<file path="src/pkg/cpmpt_consts.svh">
// Register offsets, field positions and counts for the clock and periodic timer block
`ifndef CPMPT_CONSTS_SVH
`define CPMPT_CONSTS_SVH
`define CPMPT_IDX_PLL 12'h03A
`define CPMPT_IDX_OSC 12'h2FA
`define CPMPT_IDX_TEST2 12'h2FC
`define CPMPT_IDX_PERIODIC_OSC_TRIM 12'h2F0
`define CPMPT_IDX_RATEH 12'h2F2
`define CPMPT_IDX_RATEL 12'h2F3
`define CPMPT_IDX_TEST3 12'h2F4
`define CPMPT_IDX_TEMP_SENSOR_TRIM_BITS 12'h2F5
`define CPMPT_IDX_TRIMH 12'h2F6
`define CPMPT_IDX_TRIML 12'h2F7
`define CPMPT_IDX_REG_WRITE_PROTECT 12'h2FB
`define CPMPT_IDX_CTRL 12'h2E0
`define CPMPT_IDX_STAT 12'h2E1
`define CPMPT_REG_WRITE_PROTECT_KEY 8'h26
`define CPMPT_REG_WRITE_PROTECT_UNLOCK 8'hCF
`define CPMPT_FM_DIV 5'h10
`define CPMPT_CTRL_TEN 0
`define CPMPT_CTRL_CLK 1
`define CPMPT_CTRL_PIE 2
`define CPMPT_CTRL_EA 3
`define CPMPT_CTRL_LIE 4
`define CPMPT_CTRL_HIE 5
`define CPMPT_CTRL_PSEL 6
`define CPMPT_ST_PIF 0
`define CPMPT_ST_LIF 1
`define CPMPT_ST_HIF 2
`define CPMPT_ST_LVS 3
`define CPMPT_ST_HTS 4
`define CPMPT_ST_LOCK 5
`define CPMPT_ST_OSC_UP_FLAG 6
`define CPMPT_RESP_OKAY 2'h0
`define CPMPT_RESP_SLVERR 2'h2
`endif

</file>
<file path="src/pkg/cpmpt_pkg.sv">
// Types for the clock and periodic timer block
package cpmpt_pkg;
  typedef struct packed {
    logic [1:0] fm_amp;
    logic fm_active;
    logic [4:0] fm_phase;
  } cpmpt_fm_t;
  typedef struct packed {
    logic low_volt_irq;
    logic high_temp_irq;
    logic periodic_irq;
  } cpmpt_irq_t;
  typedef enum logic [1:0] {CPMPT_T_IDLE, CPMPT_T_START, CPMPT_T_RUN} cpmpt_tstate_t;
endpackage : cpmpt_pkg

</file>
<file path="src/hdl/cpmpt_top.sv">
// Clock control, voltage/temperature monitor and periodic timer with AXI4-Lite registers
`timescale 1ns/1ps
`default_nettype none
`include "cpmpt_consts.svh"
// Function
// - PLL control writes only when unprotected and PLL selected; reads always.
// - Any PLL control write clears lock and oscillator-up status.
// - Modulation amplitude code 00 off, 01 1%, 10 2%, 11 4%.
// - Modulation rate is reference clock divided by sixteen.
// - Factory test register readable always, writable only in special mode.
// - Low-voltage status follows supply comparator in full performance mode.
// - Low-voltage status change sets flag; enable gates the request.
// - High-temperature status follows temperature comparator in full performance mode.
// - High-temperature status change sets flag; enable gates the request.
// - Periodic timer runs only while enabled, independent of system clock.
// - Timer clocked by RC oscillator or bus clock; with bus clock selected it freezes when bus clock stops.
// - Clock-select writable only while timer disabled.
// - Rate field writable only while timer disabled.
// - Timer counts rate period, sets flag, restarts automatically.
// - Flag and interrupt enable raise periodic request.
// - First period after enable may be shorter due to start-up.
// - Timer enable and external access drive waveform on pin.
module cpmpt_top #(
  parameter int START_DELAY = 2
) (
  // Clock and reset
  input wire logic clock_i,
  input wire logic reset_i,
  // AXI4-Lite write
  input wire logic [31:0] s_axi_awaddr,
  input wire logic s_axi_awvalid,
  output logic s_axi_awready,
  input wire logic [31:0] s_axi_wdata,
  input wire logic [3:0] s_axi_wstrb,
  input wire logic s_axi_wvalid,
  output logic s_axi_wready,
  output logic [1:0] s_axi_bresp,
  output logic s_axi_bvalid,
  input wire logic s_axi_bready,
  // AXI4-Lite read
  input wire logic [31:0] s_axi_araddr,
  input wire logic s_axi_arvalid,
  output logic s_axi_arready,
  output logic [31:0] s_axi_rdata,
  output logic [1:0] s_axi_rresp,
  output logic s_axi_rvalid,
  input wire logic s_axi_rready,
  // Analog monitors and clock status
  input wire logic full_perf_mode_i,
  input wire logic supply_low_i,
  input wire logic temp_high_i,
  input wire logic pll_lock_i,
  input wire logic osc_up_i,
  input wire logic special_mode_i,
  input wire logic rc_osc_tick_i,
  input wire logic bus_clock_run_i,
  input wire logic ref_clock_tick_i,
  // Outputs
  output logic low_volt_irq_o,
  output logic high_temp_irq_o,
  output logic periodic_irq_o,
  output logic periodic_wave_pin_o,
  output logic [1:0] fm_amp_o,
  output logic fm_active_o,
  output logic fm_toggle_o
);
  // Pin inputs pass a two-stage synchroniser
  logic [8:0] sync_a;
  logic [8:0] sync_b;
  logic [8:0] sync_b_d;
  wire logic [8:0] raw_in = {ref_clock_tick_i, bus_clock_run_i, rc_osc_tick_i, special_mode_i,
                             osc_up_i, pll_lock_i, temp_high_i, supply_low_i, full_perf_mode_i};
  always_ff @(posedge clock_i) begin
    if (reset_i) begin
      sync_a <= 9'h000;
      sync_b <= 9'h000;
      sync_b_d <= 9'h000;
    end else begin
      sync_a <= raw_in;
      sync_b <= sync_a;
      sync_b_d <= sync_b;
    end
  end
  wire logic full_perf_mode = sync_b[0];
  wire logic rc_edge = sync_b[6] & ~sync_b_d[6];
  wire logic bus_run = sync_b[7];
  wire logic ref_edge = sync_b[8] & ~sync_b_d[8];
  wire logic lock_rise = sync_b[3] & ~sync_b_d[3];
  wire logic up_rise = sync_b[4] & ~sync_b_d[4];

  function automatic logic [11:0] word_index(input logic [31:0] a);
    word_index = a[13:2];
  endfunction : word_index

  // Register state
  logic [1:0] fm_amp, next_fm_amp;
  logic [7:0] osc_cfg, next_osc_cfg;
  logic [7:0] test2, next_test2;
  logic [7:0] test3, next_test3;
  logic [5:0] osc_trim, next_osc_trim;
  logic [15:0] rate, next_rate;
  logic [7:0] temp_sensor_trim_bits, next_temp_sensor_trim_bits;
  logic [7:0] trim_h, next_trim_h;
  logic [7:0] trim_l, next_trim_l;
  logic reg_write_protect, next_reg_write_protect;
  logic [6:0] ctrl, next_ctrl;
  logic lvs, next_lvs, hts, next_hts;
  logic lif, next_lif, hif, next_hif, pif, next_pif;
  logic lock_st, next_lock_st, up_st, next_up_st;
  // Bus handshake state
  logic aw_held, next_aw_held, w_held, next_w_held;
  logic [31:0] aw_addr, next_aw_addr, w_data, next_w_data;
  logic [3:0] w_strb, next_w_strb;
  logic bvalid, next_bvalid, rvalid, next_rvalid;
  logic [1:0] bresp, next_bresp, rresp, next_rresp;
  logic [31:0] rdata, next_rdata;
  // Ready flags registered so each bus output leaves a flip-flop
  logic aw_rdy, w_rdy, ar_rdy;
  // Timer state
  cpmpt_pkg::cpmpt_tstate_t tstate, next_tstate;
  logic [15:0] tcount, next_tcount;
  logic wave, next_wave;
  cpmpt_pkg::cpmpt_fm_t fm, next_fm;
  cpmpt_pkg::cpmpt_irq_t irq, next_irq;

  wire logic wr_go = aw_held & w_held & ~bvalid;
  wire logic [11:0] wr_idx = word_index(aw_addr);
  wire logic [7:0] wb = w_strb[0] ? w_data[7:0] : 8'h00;
  wire logic wr_lane = w_strb[0];
  wire logic ten = ctrl[`CPMPT_CTRL_TEN];
  // Selected timer clock; bus clock path stalls when the bus clock is stopped
  wire logic tick = ctrl[`CPMPT_CTRL_CLK] ? bus_run : rc_edge;

  always_comb begin
    next_aw_held = aw_held;
    next_w_held = w_held;
    next_aw_addr = aw_addr;
    next_w_data = w_data;
    next_w_strb = w_strb;
    next_bvalid = bvalid;
    next_bresp = bresp;
    next_rvalid = rvalid;
    next_rresp = rresp;
    next_rdata = rdata;
    next_fm_amp = fm_amp;
    next_osc_cfg = osc_cfg;
    next_test2 = test2;
    next_test3 = test3;
    next_osc_trim = osc_trim;
    next_rate = rate;
    next_temp_sensor_trim_bits = temp_sensor_trim_bits;
    next_trim_h = trim_h;
    next_trim_l = trim_l;
    next_reg_write_protect = reg_write_protect;
    next_ctrl = ctrl;
    next_lock_st = lock_st | lock_rise;
    next_up_st = up_st | up_rise;
    next_lif = lif;
    next_hif = hif;
    next_pif = pif;
    if (s_axi_awvalid && !aw_held) begin
      next_aw_held = 1'b1;
      next_aw_addr = s_axi_awaddr;
    end
    if (s_axi_wvalid && !w_held) begin
      next_w_held = 1'b1;
      next_w_data = s_axi_wdata;
      next_w_strb = s_axi_wstrb;
    end
    if (bvalid && s_axi_bready) begin
      next_bvalid = 1'b0;
    end
    if (wr_go) begin
      next_aw_held = 1'b0;
      next_w_held = 1'b0;
      next_bvalid = 1'b1;
      next_bresp = `CPMPT_RESP_OKAY;
      case (wr_idx)
        `CPMPT_IDX_PLL: begin
          if (wr_lane && !reg_write_protect && ctrl[`CPMPT_CTRL_PSEL]) begin
            next_fm_amp = wb[5:4];
          end
          next_lock_st = 1'b0;
          next_up_st = 1'b0;
        end
        `CPMPT_IDX_OSC: if (wr_lane) next_osc_cfg = wb;
        `CPMPT_IDX_TEST2: if (wr_lane && sync_b[5]) next_test2 = wb;
        `CPMPT_IDX_TEST3: if (wr_lane && sync_b[5]) next_test3 = wb;
        `CPMPT_IDX_PERIODIC_OSC_TRIM: if (wr_lane) next_osc_trim = wb[7:2];
        `CPMPT_IDX_RATEH: if (wr_lane && !ten) next_rate[15:8] = wb;
        `CPMPT_IDX_RATEL: if (wr_lane && !ten) next_rate[7:0] = wb;
        `CPMPT_IDX_TEMP_SENSOR_TRIM_BITS: if (wr_lane) next_temp_sensor_trim_bits = {wb[7], 3'h0, wb[3:0]};
        `CPMPT_IDX_TRIMH: if (wr_lane) next_trim_h = {wb[7:4], 2'h0, wb[1:0]};
        `CPMPT_IDX_TRIML: if (wr_lane) next_trim_l = wb;
        `CPMPT_IDX_REG_WRITE_PROTECT: begin
          if (wr_lane && wb == `CPMPT_REG_WRITE_PROTECT_KEY) next_reg_write_protect = 1'b0;
          else if (wr_lane && wb == `CPMPT_REG_WRITE_PROTECT_UNLOCK) next_reg_write_protect = 1'b0;
          else if (wr_lane) next_reg_write_protect = 1'b1;
        end
        `CPMPT_IDX_CTRL: begin
          if (wr_lane) begin
            next_ctrl = wb[6:0];
            if (ten) next_ctrl[`CPMPT_CTRL_CLK] = ctrl[`CPMPT_CTRL_CLK];
          end
        end
        `CPMPT_IDX_STAT: begin
          if (wr_lane && wb[`CPMPT_ST_PIF]) next_pif = 1'b0;
          if (wr_lane && wb[`CPMPT_ST_LIF]) next_lif = 1'b0;
          if (wr_lane && wb[`CPMPT_ST_HIF]) next_hif = 1'b0;
        end
        default: next_bresp = `CPMPT_RESP_SLVERR;
      endcase
    end
    // Hardware sets after the clear so an event in the clearing cycle survives
    if (next_lvs != lvs) next_lif = 1'b1;
    if (next_hts != hts) next_hif = 1'b1;
    if (tstate == cpmpt_pkg::CPMPT_T_RUN && tick && tcount == 16'h0000) next_pif = 1'b1;
    if (rvalid && s_axi_rready) begin
      next_rvalid = 1'b0;
    end
    if (s_axi_arvalid && !rvalid) begin
      next_rvalid = 1'b1;
      next_rresp = `CPMPT_RESP_OKAY;
      next_rdata = 32'h0000_0000;
      case (word_index(s_axi_araddr))
        `CPMPT_IDX_PLL: next_rdata[7:0] = {2'h0, fm_amp, 4'h0};
        `CPMPT_IDX_OSC: next_rdata[7:0] = osc_cfg;
        `CPMPT_IDX_TEST2: next_rdata[7:0] = test2;
        `CPMPT_IDX_TEST3: next_rdata[7:0] = test3;
        `CPMPT_IDX_PERIODIC_OSC_TRIM: next_rdata[7:0] = {osc_trim, 2'h0};
        `CPMPT_IDX_RATEH: next_rdata[7:0] = rate[15:8];
        `CPMPT_IDX_RATEL: next_rdata[7:0] = rate[7:0];
        `CPMPT_IDX_TEMP_SENSOR_TRIM_BITS: next_rdata[7:0] = temp_sensor_trim_bits;
        `CPMPT_IDX_TRIMH: next_rdata[7:0] = trim_h;
        `CPMPT_IDX_TRIML: next_rdata[7:0] = trim_l;
        `CPMPT_IDX_REG_WRITE_PROTECT: next_rdata[7:0] = {7'h00, reg_write_protect};
        `CPMPT_IDX_CTRL: next_rdata[7:0] = {1'b0, ctrl};
        `CPMPT_IDX_STAT: next_rdata[7:0] = {1'b0, up_st, lock_st, hts, lvs, hif, lif, pif};
        default: next_rresp = `CPMPT_RESP_SLVERR;
      endcase
    end
  end

  // Monitors only track in full performance mode; elsewhere they hold
  always_comb begin
    next_lvs = full_perf_mode ? sync_b[1] : lvs;
    next_hts = full_perf_mode ? sync_b[2] : hts;
  end

  // Periodic timer; start-up stage shortens the first period
  always_comb begin
    next_tstate = tstate;
    next_tcount = tcount;
    next_wave = wave;
    case (tstate)
      cpmpt_pkg::CPMPT_T_IDLE: begin
        next_wave = 1'b0;
        if (ten) begin
          next_tstate = cpmpt_pkg::CPMPT_T_START;
          next_tcount = 16'(START_DELAY);
        end
      end
      cpmpt_pkg::CPMPT_T_START: begin
        if (!ten) next_tstate = cpmpt_pkg::CPMPT_T_IDLE;
        else if (tick) begin
          next_tstate = cpmpt_pkg::CPMPT_T_RUN;
          next_tcount = (rate > 16'(START_DELAY)) ? rate - 16'(START_DELAY) : 16'h0000;
        end
      end
      cpmpt_pkg::CPMPT_T_RUN: begin
        if (!ten) next_tstate = cpmpt_pkg::CPMPT_T_IDLE;
        else if (tick) begin
          if (tcount == 16'h0000) begin
            next_tcount = rate;
            next_wave = ~wave;
          end else begin
            next_tcount = tcount - 16'h0001;
          end
        end
      end
      default: next_tstate = cpmpt_pkg::CPMPT_T_IDLE;
    endcase
  end

  // Modulation sequencer at reference over sixteen
  always_comb begin
    next_fm.fm_amp = fm_amp;
    next_fm.fm_active = fm_amp != 2'h0;
    next_fm.fm_phase = fm.fm_phase;
    if (next_fm.fm_active && ref_edge) begin
      next_fm.fm_phase = (fm.fm_phase == `CPMPT_FM_DIV - 5'h01) ? 5'h00 : fm.fm_phase + 5'h01;
    end
    if (!next_fm.fm_active) next_fm.fm_phase = 5'h00;
    next_irq.low_volt_irq = lif & ctrl[`CPMPT_CTRL_LIE];
    next_irq.high_temp_irq = hif & ctrl[`CPMPT_CTRL_HIE];
    next_irq.periodic_irq = pif & ctrl[`CPMPT_CTRL_PIE];
  end

  always_ff @(posedge clock_i) begin
    if (reset_i) begin
      aw_held <= 1'b0;
      w_held <= 1'b0;
      aw_addr <= 32'h0000_0000;
      w_data <= 32'h0000_0000;
      w_strb <= 4'h0;
      bvalid <= 1'b0;
      bresp <= 2'h0;
      rvalid <= 1'b0;
      rresp <= 2'h0;
      rdata <= 32'h0000_0000;
      fm_amp <= 2'h0;
      osc_cfg <= 8'h00;
      test2 <= 8'h00;
      test3 <= 8'h00;
      osc_trim <= 6'h00;
      rate <= 16'h0000;
      temp_sensor_trim_bits <= 8'h00;
      trim_h <= 8'h00;
      trim_l <= 8'h00;
      reg_write_protect <= 1'b0;
      ctrl <= 7'h00;
      lvs <= 1'b0;
      hts <= 1'b0;
      lif <= 1'b0;
      hif <= 1'b0;
      pif <= 1'b0;
      lock_st <= 1'b0;
      up_st <= 1'b0;
      tstate <= cpmpt_pkg::CPMPT_T_IDLE;
      tcount <= 16'h0000;
      wave <= 1'b0;
      fm <= '0;
      irq <= '0;
      periodic_wave_pin_o <= 1'b0;
      aw_rdy <= 1'b1;
      w_rdy <= 1'b1;
      ar_rdy <= 1'b1;
    end else begin
      aw_held <= next_aw_held;
      w_held <= next_w_held;
      aw_addr <= next_aw_addr;
      w_data <= next_w_data;
      w_strb <= next_w_strb;
      bvalid <= next_bvalid;
      bresp <= next_bresp;
      rvalid <= next_rvalid;
      rresp <= next_rresp;
      rdata <= next_rdata;
      fm_amp <= next_fm_amp;
      osc_cfg <= next_osc_cfg;
      test2 <= next_test2;
      test3 <= next_test3;
      osc_trim <= next_osc_trim;
      rate <= next_rate;
      temp_sensor_trim_bits <= next_temp_sensor_trim_bits;
      trim_h <= next_trim_h;
      trim_l <= next_trim_l;
      reg_write_protect <= next_reg_write_protect;
      ctrl <= next_ctrl;
      lvs <= next_lvs;
      hts <= next_hts;
      lif <= next_lif;
      hif <= next_hif;
      pif <= next_pif;
      lock_st <= next_lock_st;
      up_st <= next_up_st;
      tstate <= next_tstate;
      tcount <= next_tcount;
      wave <= next_wave;
      fm <= next_fm;
      irq <= next_irq;
      periodic_wave_pin_o <= next_wave & ctrl[`CPMPT_CTRL_EA] & ten;
      aw_rdy <= ~next_aw_held;
      w_rdy <= ~next_w_held;
      ar_rdy <= ~next_rvalid;
    end
  end

  assign s_axi_awready = aw_rdy;
  assign s_axi_wready = w_rdy;
  assign s_axi_bvalid = bvalid;
  assign s_axi_bresp = bresp;
  assign s_axi_arready = ar_rdy;
  assign s_axi_rvalid = rvalid;
  assign s_axi_rresp = rresp;
  assign s_axi_rdata = rdata;
  assign low_volt_irq_o = irq.low_volt_irq;
  assign high_temp_irq_o = irq.high_temp_irq;
  assign periodic_irq_o = irq.periodic_irq;
  assign fm_amp_o = fm.fm_amp;
  assign fm_active_o = fm.fm_active;
  assign fm_toggle_o = fm.fm_phase[3];
endmodule : cpmpt_top
`default_nettype wire

</file>
<file path="config.mk">
export PLATFORM = sky130hd
export DESIGN_NAME = cpmpt_top
export DESIGN_NICKNAME = d
export VERILOG_FILES = /design/src/pkg/cpmpt_pkg.sv /design/src/hdl/cpmpt_top.sv
export VERILOG_INCLUDE_DIRS = /design/src /design/src/pkg
export SDC_FILE = /design/constraint.sdc
export NUM_CORES = 1
export LEC_CHECK = 0
export BUFFER_PORTS_ARGS = -buffer_cell sky130_fd_sc_hd__buf_2
export CAP_MARGIN = 25
export CELL_PAD_IN_SITES_DETAIL_PLACEMENT = 1
export CELL_PAD_IN_SITES_GLOBAL_PLACEMENT = 1
export CORE_MARGIN = 4
export CORE_UTILIZATION = 40
export CTS_BUF_LIST = sky130_fd_sc_hd__clkbuf_4
export CTS_CLUSTER_DIAMETER = 30
export DETAILED_ROUTE_END_ITERATION = 16
export PLACE_DENSITY_LB_ADDON = 0.1
export SETUP_SLACK_MARGIN = 0.2
export SKIP_LAST_GASP = 1
export SYNTH_ARGS = -nofsm -noshare
export SYNTH_HDL_FRONTEND = slang
export SYNTH_SLANG_ARGS = --single-unit
</file>
<file path="constraint.sdc">
create_clock -name clock_i -period 3.2 [get_ports clock_i]
set_clock_uncertainty 0.05 [all_clocks]
set_input_delay 0.16 -clock clock_i [delete_from_list [all_inputs] [get_ports clock_i]]
set_output_delay 0.16 -clock clock_i [all_outputs]
set_load 0.02 [all_outputs]
</file>
# --- Yosys cells after proc, flatten, opt, wreduce, memory -nomap -nowiden ---
# Index checks and enable logic that the tools add are counted.
word_totals:
  reg_bits: 182
  latch_bits: 0
  ram_bits: 0
  romBits: 0
  input_bits: 116
  out_inout_bits: 49
  elab_cells: 224
  n_memories: 0
classes:
  add_sub_neg: 3
  multipliers: 0
  n_div: 0
  magnitude_cmp: 1
  eq_ne: 40
  shift: 0
  mux: 52
  n_bitwise: 24
  reduce_logical: 58
ops:
  columns: ["op", "n"]
  rows:
  - ["equality test 12 x 10 -> 1 bit, second input constant", 24]
  - ["two-way mux 16 bit", 7]
  - ["one-hot mux 8 bit (13 select lines)", 1]
  - ["one-hot mux 16 bit (3 select lines)", 1]
  - ["AND reduction 3 bit", 16]
  - ["two-way mux 1 bit", 33]
  - ["OR reduction 13 bit", 2]
  - ["equality test 12 x 6 -> 1 bit, second input constant", 2]
  - ["nonzero test 2 bit", 11]
  - ["logical AND 1 bit", 17]
  - ["> comparator 16 x 2 -> 1 bit, second input constant", 1]
  - ["logical NOT 16 bit", 1]
  - ["subtractor 16 x 1 -> 16 bit, second input constant", 1]
  - ["subtractor 16 x 2 -> 16 bit, second input constant", 1]
  - ["two-way mux 2 bit", 6]
  - ["inequality test 2 bit, second input constant", 6]
  - ["bitwise AND 1 bit", 11]
  - ["inverter 1 bit", 11]
  - ["equality test 8 x 6 -> 1 bit, second input constant", 1]
  - ["equality test 8 bit, second input constant", 1]
  - ["two-way mux 8 bit", 1]
  - ["one-hot mux 2 bit (3 select lines)", 1]
  - ["AND reduction 6 bit", 1]
  - ["nonzero test 3 bit", 2]
  - ["13 further kinds", 19]

# --- Longest topological paths before layout ---
# Gate-level depths: netlist of the first run.
depth:
  depth_word: 8
  mapped_depth: 10
  mapped_depth_nobuf: 8

# --- Least setup slack after synthesis of the first run ---
# No wires, ideal clock.
synth_path:
  kind: "flip-flop to flip-flop"
  start: "register tstate[0]"
  end: "register tcount[3]"
  setup_ns: 0.122
  t_arrival_ns: 2.117
  required_time_ns: 3.028
  path_slack_ns: 0.911
  stages_incl_launch_ff: 9
  path_buffers: 2
  synth_period_minus_slack_ns: 2.289
  cell_sequence: "dfxtp_1 > inv_1 > ha_1 > clkbuf_1 > or2_2 > clkbuf_1 > a211oi_1 > nor2_1 > a221o_1"
synth_between:
  elab_chain_cells: 3
  elab_cells_between_ends: 11
  cone_classes: "eq/ne: 7; mux: 1; reduce/logical: 3"
synth_rtl:
  columns: ["item", "line_no", "source"]
  rows:
  - ["from (decl)", "cpmpt_top.sv:120", "cpmpt_pkg::cpmpt_tstate_t tstate, next_tstate;"]
  - ["from (signal assigned)", "cpmpt_top.sv:329", "tstate <= cpmpt_pkg::CPMPT_T_IDLE;"]
  - ["from (signal assigned)", "cpmpt_top.sv:367", "tstate <= next_tstate;"]
  - ["equality test 2 x 1 -> 1 bit, or another cell as far along", "cpmpt_top.sv:255", "case (tstate)"]
  - ["inequality test 2 bit (no line) / nonzero test 3 bit (equally long branches)", null, null]
  - ["AND reduction 6 bit (no line)", null, null]
  - ["to (signal assigned)", "cpmpt_top.sv:368", "tcount <= next_tcount;"]
  - ["to (decl)", "cpmpt_top.sv:121", "logic [15:0] tcount, next_tcount;"]
# Parallel ways exist; a longest one is shown, timed or not.
# A chain may end at the register's enable or synchronous reset.

# --- Final worst setup path of the first run ---
layout_path:
  start: "register tstate[0]"
  end: "register tcount[13]"
# The elaborated chain is that of the path after synthesis.

==> results of run 1 <==
## critical path, delay by kind of cell (launching register included)
kind | cells | cell delay (ns)
AO/OA/AOI/OAI | 4 | 0.82
flip-flops | 1 | 0.46
adder cells (fa/ha/maj) | 1 | 0.42
buffers and inverters | 1 | 0.08
AND/OR/NAND/NOR | 1 | 0.61
## metal layers
layer | routed length [um] | vias up | global-route usage (%)
met2 | 12700 | 151 | 37.1
met3 | 1090 | 28 | 3.57
li1 | - | 3745 | -
met5 | 0 | - | 0
met4 | 466 | 0 | 6.22
met1 | 12800 | 3728 | 31.3
## worst max path at each step
| stage | cells after the start | slack [ns] | endpoint |
|---|---|---|---|
| floorplan | 8 | 0.91 | tcount[3] |
| global placement | 7 | 0.76 | tcount[13] |
| detailed placement | 7 | 0.71 | s_axi_rdata[3] |
| CTS | 7 | 0.69 | tcount[13] |
| global route | 7 | 0.53 | tcount[13] |
| finish | 7 | 0.70 | tcount[13] |
## metrics by stage
stage / hold slack [ns] / total power [W] / setup slack, ns / utilization [%] / area [um2]
after global routing: 0.229 / 0.00407 / 0.534 / 47.1 / 9890
after floorplan: 0.193 / 0.00248 / 0.911 / - / 8640
after CTS: 0.186 / 0.00395 / 0.692 / 47.0 / 9890
after detailed placement: 0.324 / 0.00257 / 0.711 / 43.2 / 9070
after global placement: 0.319 / 0.00257 / 0.760 / 43.2 / 9070
final: 0.259 / 0.00390 / 0.704 / 47.1 / 9890
## layout by cell type (no fill, tap or decap), drive strengths merged, types with 5 or more instances in the layout
| cell | instances |
|---|---|
| a211oi | 11 |
| a21oi | 64 |
| a221oi | 6 |
| a22o | 10 |
| a22oi | 12 |
| a31oi | 7 |
| and2 | 14 |
| and3 | 6 |
| buf | 96 |
| clkbuf | 17 |
| conb | 26 |
| dfxtp | 173 |
| dlygate4sd3 | 52 |
| ha | 8 |
| inv | 30 |
| mux2 | 5 |
| mux2i | 72 |
| nand2 | 103 |
| nand2b | 7 |
| nand3 | 24 |
| nand4 | 10 |
| nor2 | 124 |
| nor2b | 36 |
| nor3 | 30 |
| nor4 | 19 |
| o211ai | 8 |
| o21ai | 51 |
| or3 | 7 |
| or4 | 10 |
| xor2 | 10 |
## logic make-up after synthesis
family          share of synthesized area, %
fa+ha+maj                               1.17
buf+inv                                 6.33
simple gates                            25.0
other cells                           0.0439
xor+xnor                                1.33
mux                                     9.09
compound gates                          16.5
flops                                   40.5
## state kept, by name, summed over array words and instances, names as in the netlist, 4 cells and up
| register | flops |
|---|---|
| sync_b_d | 4 |
| osc_cfg | 8 |
| tcount | 16 |
| ctrl | 7 |
| aw_addr | 12 |
| test2 | 8 |
| sync_a | 9 |
| s_axi_rdata | 8 |
| test3 | 8 |
| sync_b | 9 |
| w_data | 8 |
| trim_l | 8 |
| trim_h | 6 |
| rate | 16 |
| fm | 4 |
| temp_sensor_trim_bits | 5 |
| osc_trim | 6 |
## power breakdown
part	switching [W]	leakage (nW)	total, W	internal, W
clock	0.000891	0.153	0.00132	0.000432
combinational	0.000207	2.34	0.000337	0.000131
sequential	0.0000466	1.40	0.00224	0.00219
## layout make-up
class	instances	share of cell area [%]
tap	275	3.48
multi-input combinational	749	46.9
sequential	173	35.0
antenna	1	0.0253
timing repair buffer	148	10.9
clock buffer	17	1.29
inverter	20	0.759
clock inverter	15	1.68
==> metrics.cfg, run 1 <==
[floorplan]
io_pins = 165
core_area_um2 = 21000
die_y_um = 154
rows = 53
start_util_pct = 40.6
die_x_um = 154
die-area_um2 = 23800

[placement]
io_buffers = 71
dp_hpwl_um = 19300
place.gp.congestion = 0.820
place_inst = 1313

[clocking]
cts_buffer_depth = 2
cts_setup_buffers = 0
numCtsBuffers = 17
clock_latency_ns = 0.58
cts-root-buf = clkbuf_4
ctsResizeCount = 0
cts_tree = built
ctsHoldBuffers = 52
cts.sinks = 173
clk_pin_slew_ns = 0.18
htreeDepth = 4

[pwr]
vdd_drop_max_mv = 0.211
leakage_nw = 3.90
power_density_nw_per_um2 = 394

[setup_path]
startpoint = tstate[0]
critPathMaxFanout = 10
reg2reg_slack_ns = 0.70
crit_required_ns = 3.67
cp-start-kind = register
crit_slowest_cell = nor2_1
r2r-end = tcount[13]
arrival_ns = 2.97
crit_path_end_kind = register
crit_type = reg2reg
critPathMaxStageDelay_ns = 0.61
worstPathCellList = ha_1 -> inv_1 -> a21oi_1 -> a211oi_1 -> nor2_1 -> o21ai_0 -> o211ai_1
timing.rr.start = tstate[0]
r2r_cells = 7

[global_route]
grt_first_pass_wirelength_um = 42900
grt_start_max_net_pins = 120
grt_pass1_vias = 7605
overflow = 0
track_usage_pct = 22.7
antenna_found_initial = 1

[sta]
report.final.slew_viol_count = 0
rsz0062_at_grt = false
final_hold_viol_count = 0
timing.final.crit_share_pct = 78.0
setup_viol = 0
slew_headroom_pct = 48.6
fin_crit_ns = 2.50
tns_ns = 0
fmax_mhz = 401
worst_pin_slew_ns = 0.765

[synthesis]
yosysTopAreaCell = dfxtp_1
synth_top_area_share_pct = 40.5
synth_area_um2 = 8540
syn_avg_cell_area_um2 = 8.49
async_flop_share_pct = 0
synth_edf_count = 0
yosysMostFrequentCell = dfxtp_1
ys_types = 75
syn_inst = 1007
synth_seq_cells = 173
ys_top_cells_by_area = dfxtp_1, mux2i_1, nor2_1
ys_seq_area_share_pct = 40.5
ys.flop_type = dfxtp_1
yosys_warnings = 0
synth_commonest_cells = dfxtp_1, nor2_1, nand2_1

[min_path]
holdPathStages = 5
min_from = s_axi_araddr[13]
min_delay_worst_endpoint = s_axi_rdata[5]
hp-class = in2reg

[drt]
drt_iter0_drc = 455
viasPerCell = 5.47
wl_per_cell_um = 19.4
vias = 7652
detail_route.drc_violations = 0
firstDrtPassIters = 5
drt_wl_total_um = 27100
postRouteAntennaNets = 0

[flow_run]
maxCapViolations = 0

[final_layout]
regArea_um2 = 3460
layout-drive-gt1-share_pct = 13.8
nFillCells = 2519
multi_input_area_um2 = 4630
layout.nets = 1233
stdcell_count = 1398
area_growth_pct = 15.8

[outcome]
status = finished, final reports clean

Note: power is estimated with default switching activity, not from simulation.
==> run 2: changes to the inputs <==
Settings changed: ABC_AREA from default to 1.
Clock period 3.2 ns to 2.5 ns, I/O delays scaled along.
==> metrics.cfg, run 2 <==
[outcome]
status = finished, final reports clean

[sta]
setup_viol = 0
slew_headroom_pct = 46.1
rsz0062_at_grt = false
fmax_mhz = 512
final_hold_viol_count = 0
worst_pin_slew_ns = 0.802
report.final.slew_viol_count = 0
fin_crit_ns = 1.95
timing.final.crit_share_pct = 78.1
holdWs_ns = 0.0875
tns_ns = 0

[setup_path]
cp-start-kind = register
timing.rr.start = w_strb[0]
r2r_cells = 6
crit_required_ns = 2.96
crit_slowest_cell = nor3_4
critPathMaxFanout = 16
critPathMaxStageDelay_ns = 0.56
arrival_ns = 2.41
crit_path_end_kind = register
reg2reg_slack_ns = 0.55
crit_type = reg2reg
r2r-end = rate[10]
worstPathCellList = inv_2 -> nor2_8 -> nand2_4 -> nor3_4 -> o21ai_0 -> a21oi_1

[synthesis]
async_flop_share_pct = 0
yosys_warnings = 0
ys_types = 42
yosysTopAreaCell = dfxtp_1
yosysMostFrequentCell = nand2_1
synth_seq_cells = 173
synth_top_area_share_pct = 39.6
synth_area_um2 = 8740
ys_seq_area_share_pct = 39.6
synth_commonest_cells = nand2_1, nor2_1, dfxtp_1
ys.flop_type = dfxtp_1
synth_edf_count = 0
ys_top_cells_by_area = dfxtp_1, nand2_1, nor2_1
syn_inst = 1238
syn_avg_cell_area_um2 = 7.06

[floorplan]
die_x_um = 156
core_area_um2 = 21300
die-area_um2 = 24300
start_util_pct = 41.1
io_pins = 165
rows = 53
die_y_um = 156

[clocking]
cts-root-buf = clkbuf_4
cts_setup_buffers = 0
htreeDepth = 4
cts_tree = built
cts.sinks = 173
ctsResizeCount = 0
clock_latency_ns = 0.58
cts_buffer_depth = 2
clk_pin_slew_ns = 0.17
ctsHoldBuffers = 49
numCtsBuffers = 17

[pwr]
power_density_nw_per_um2 = 565
leakage_nw = 4.35
pwr-share-seq_pct = 51.0
switching_share_pct = 34.4
switching_power_w = 0.00195
clock_power_share_pct = 30.9
intPower_w = 0.00373
vdd_drop_max_mv = 0.282
combPwrFrac_pct = 18.1

[min_path]
holdPathStages = 8
min_delay_worst_endpoint = s_axi_rdata[5]
min_from = s_axi_araddr[9]
hp-class = in2reg

[global_route]
grt_start_max_net_pins = 53
track_usage_pct = 22.8
antenna_found_initial = 1
overflow = 0
grt_pass1_vias = 8441
grt_first_pass_wirelength_um = 44500

[placement]
io_buffers = 71
place.gp.congestion = 0.909
place_inst = 1558
dp_hpwl_um = 19700

[drt]
met3_length_um = 973
met2_length_um = 12800
wl_met1_um = 13000
wl_per_cell_um = 16.5
postRouteAntennaNets = 0
detail_route.drc_violations = 0
viasPerCell = 5.11
vias = 8380
drt_wl_total_um = 27000
routed.top_layer = met4
drt_iter0_drc = 493
firstDrtPassIters = 4

[final_layout]
final_common_cell = nand2_1
layout.nets = 1475
nFillCells = 2761
layout-drive-gt1-share_pct = 13.2
stdcell_count = 1640
layout.cells.most_common_list = nand2_1, nor2_1, dfxtp_1, inv_1, nand3_1
area_growth_pct = 15.0
reg_top3 = rate (16), tcount (16), aw_addr (12)

[flow_run]
maxCapViolations = 0

## run 2: cell types whose count changed after synthesis, moves of 17 or more
cell      before  now
inv_1         19  134
nand2_1      103  210
nand3_1       23  112
nor2_1       120  205
mux2i_1       72    0
o21ai_0       46   89
nor2b_1       36    0
clkbuf_1      45   20
a21oi_1       64   88
nor4_1        19    0
a211oi_1      10   28
nor3_1        27   10
## run 2: critical path, delay by kind of cell (launching register included)
kind | cells | cell delay (ns)
and+or+nand+nor | 3 | 0.84
DFF | 1 | 0.55
AOI/OAI and AO/OA | 2 | 0.31
buffers and inverters | 1 | 0.14
## run 2: worst max-delay path by stage
stage	depth (start not counted)	slack (ns)	from	end
after global placement	11	0.64	tcount[0]	tcount[2]
after CTS	9	0.55	tstate[0]	periodic_wave_pin_o
after floorplan	9	0.79	tstate[0]	tcount[6]
final	6	0.55	w_strb[0]	rate[10]
after global routing	10	0.30	rate[8]	tcount[9]
after detailed placement	10	0.58	rate[8]	tcount[9]
## run 2: per-stage QoR
step           instance area (um2)  utilization, %  total power [W]  worst slack [ns]
2_1_floorplan                 8840               -          0.00365             0.788
3_3_place_gp                  9240            43.4          0.00390             0.638
3_5_place_dp                  9240            43.4          0.00392             0.582
4_1_cts                      10100            47.2          0.00573             0.553
5_1_grt                      10100            47.2          0.00600             0.302
6_report                     10100            47.2          0.00568             0.547
## run 2: area by class of cell
type                            count  area, um2  area share [%]
Antenna cell                        1       2.50          0.0249
Clock inverter                     15        199            1.98
Tap cell                          275        344            3.42
Multi-Input combinational cell    879       4400            43.8
Timing Repair Buffer              138        983            9.78
Inverter                          142        536            5.33
Clock buffer                       17        128            1.27
Sequential cell                   173       3460            34.4
## run 2: kinds of logic after synthesis
| family | share of synthesized area (%) |
|---|---|
| AND/OR/NAND/NOR | 30.4 |
| AO/OA/AOI/OAI | 16.6 |
| adder cells (fa/ha/maj) | 1.15 |
| other | 0.0429 |
| XOR/XNOR | 1.10 |
| buffers and inverters | 11.1 |
| flip-flops | 39.6 |
## run 2: power by group through the flow
stage                     logic (W)  registers [W]  clock network [W]
after global placement     0.000952        0.00295                  0
final                       0.00103        0.00290            0.00175
after global routing        0.00116        0.00291            0.00193
after floorplan            0.000702        0.00295                  0
after detailed placement   0.000966        0.00295                  0
after CTS                   0.00103        0.00290            0.00181
## run 2: per-layer routing
metal	vias to the layer above	GRT usage [%]
li1	4223	-
met1	3971	31.3
met2	169	38.5
met3	17	3.58
met4	0	4.21
met5	-	0
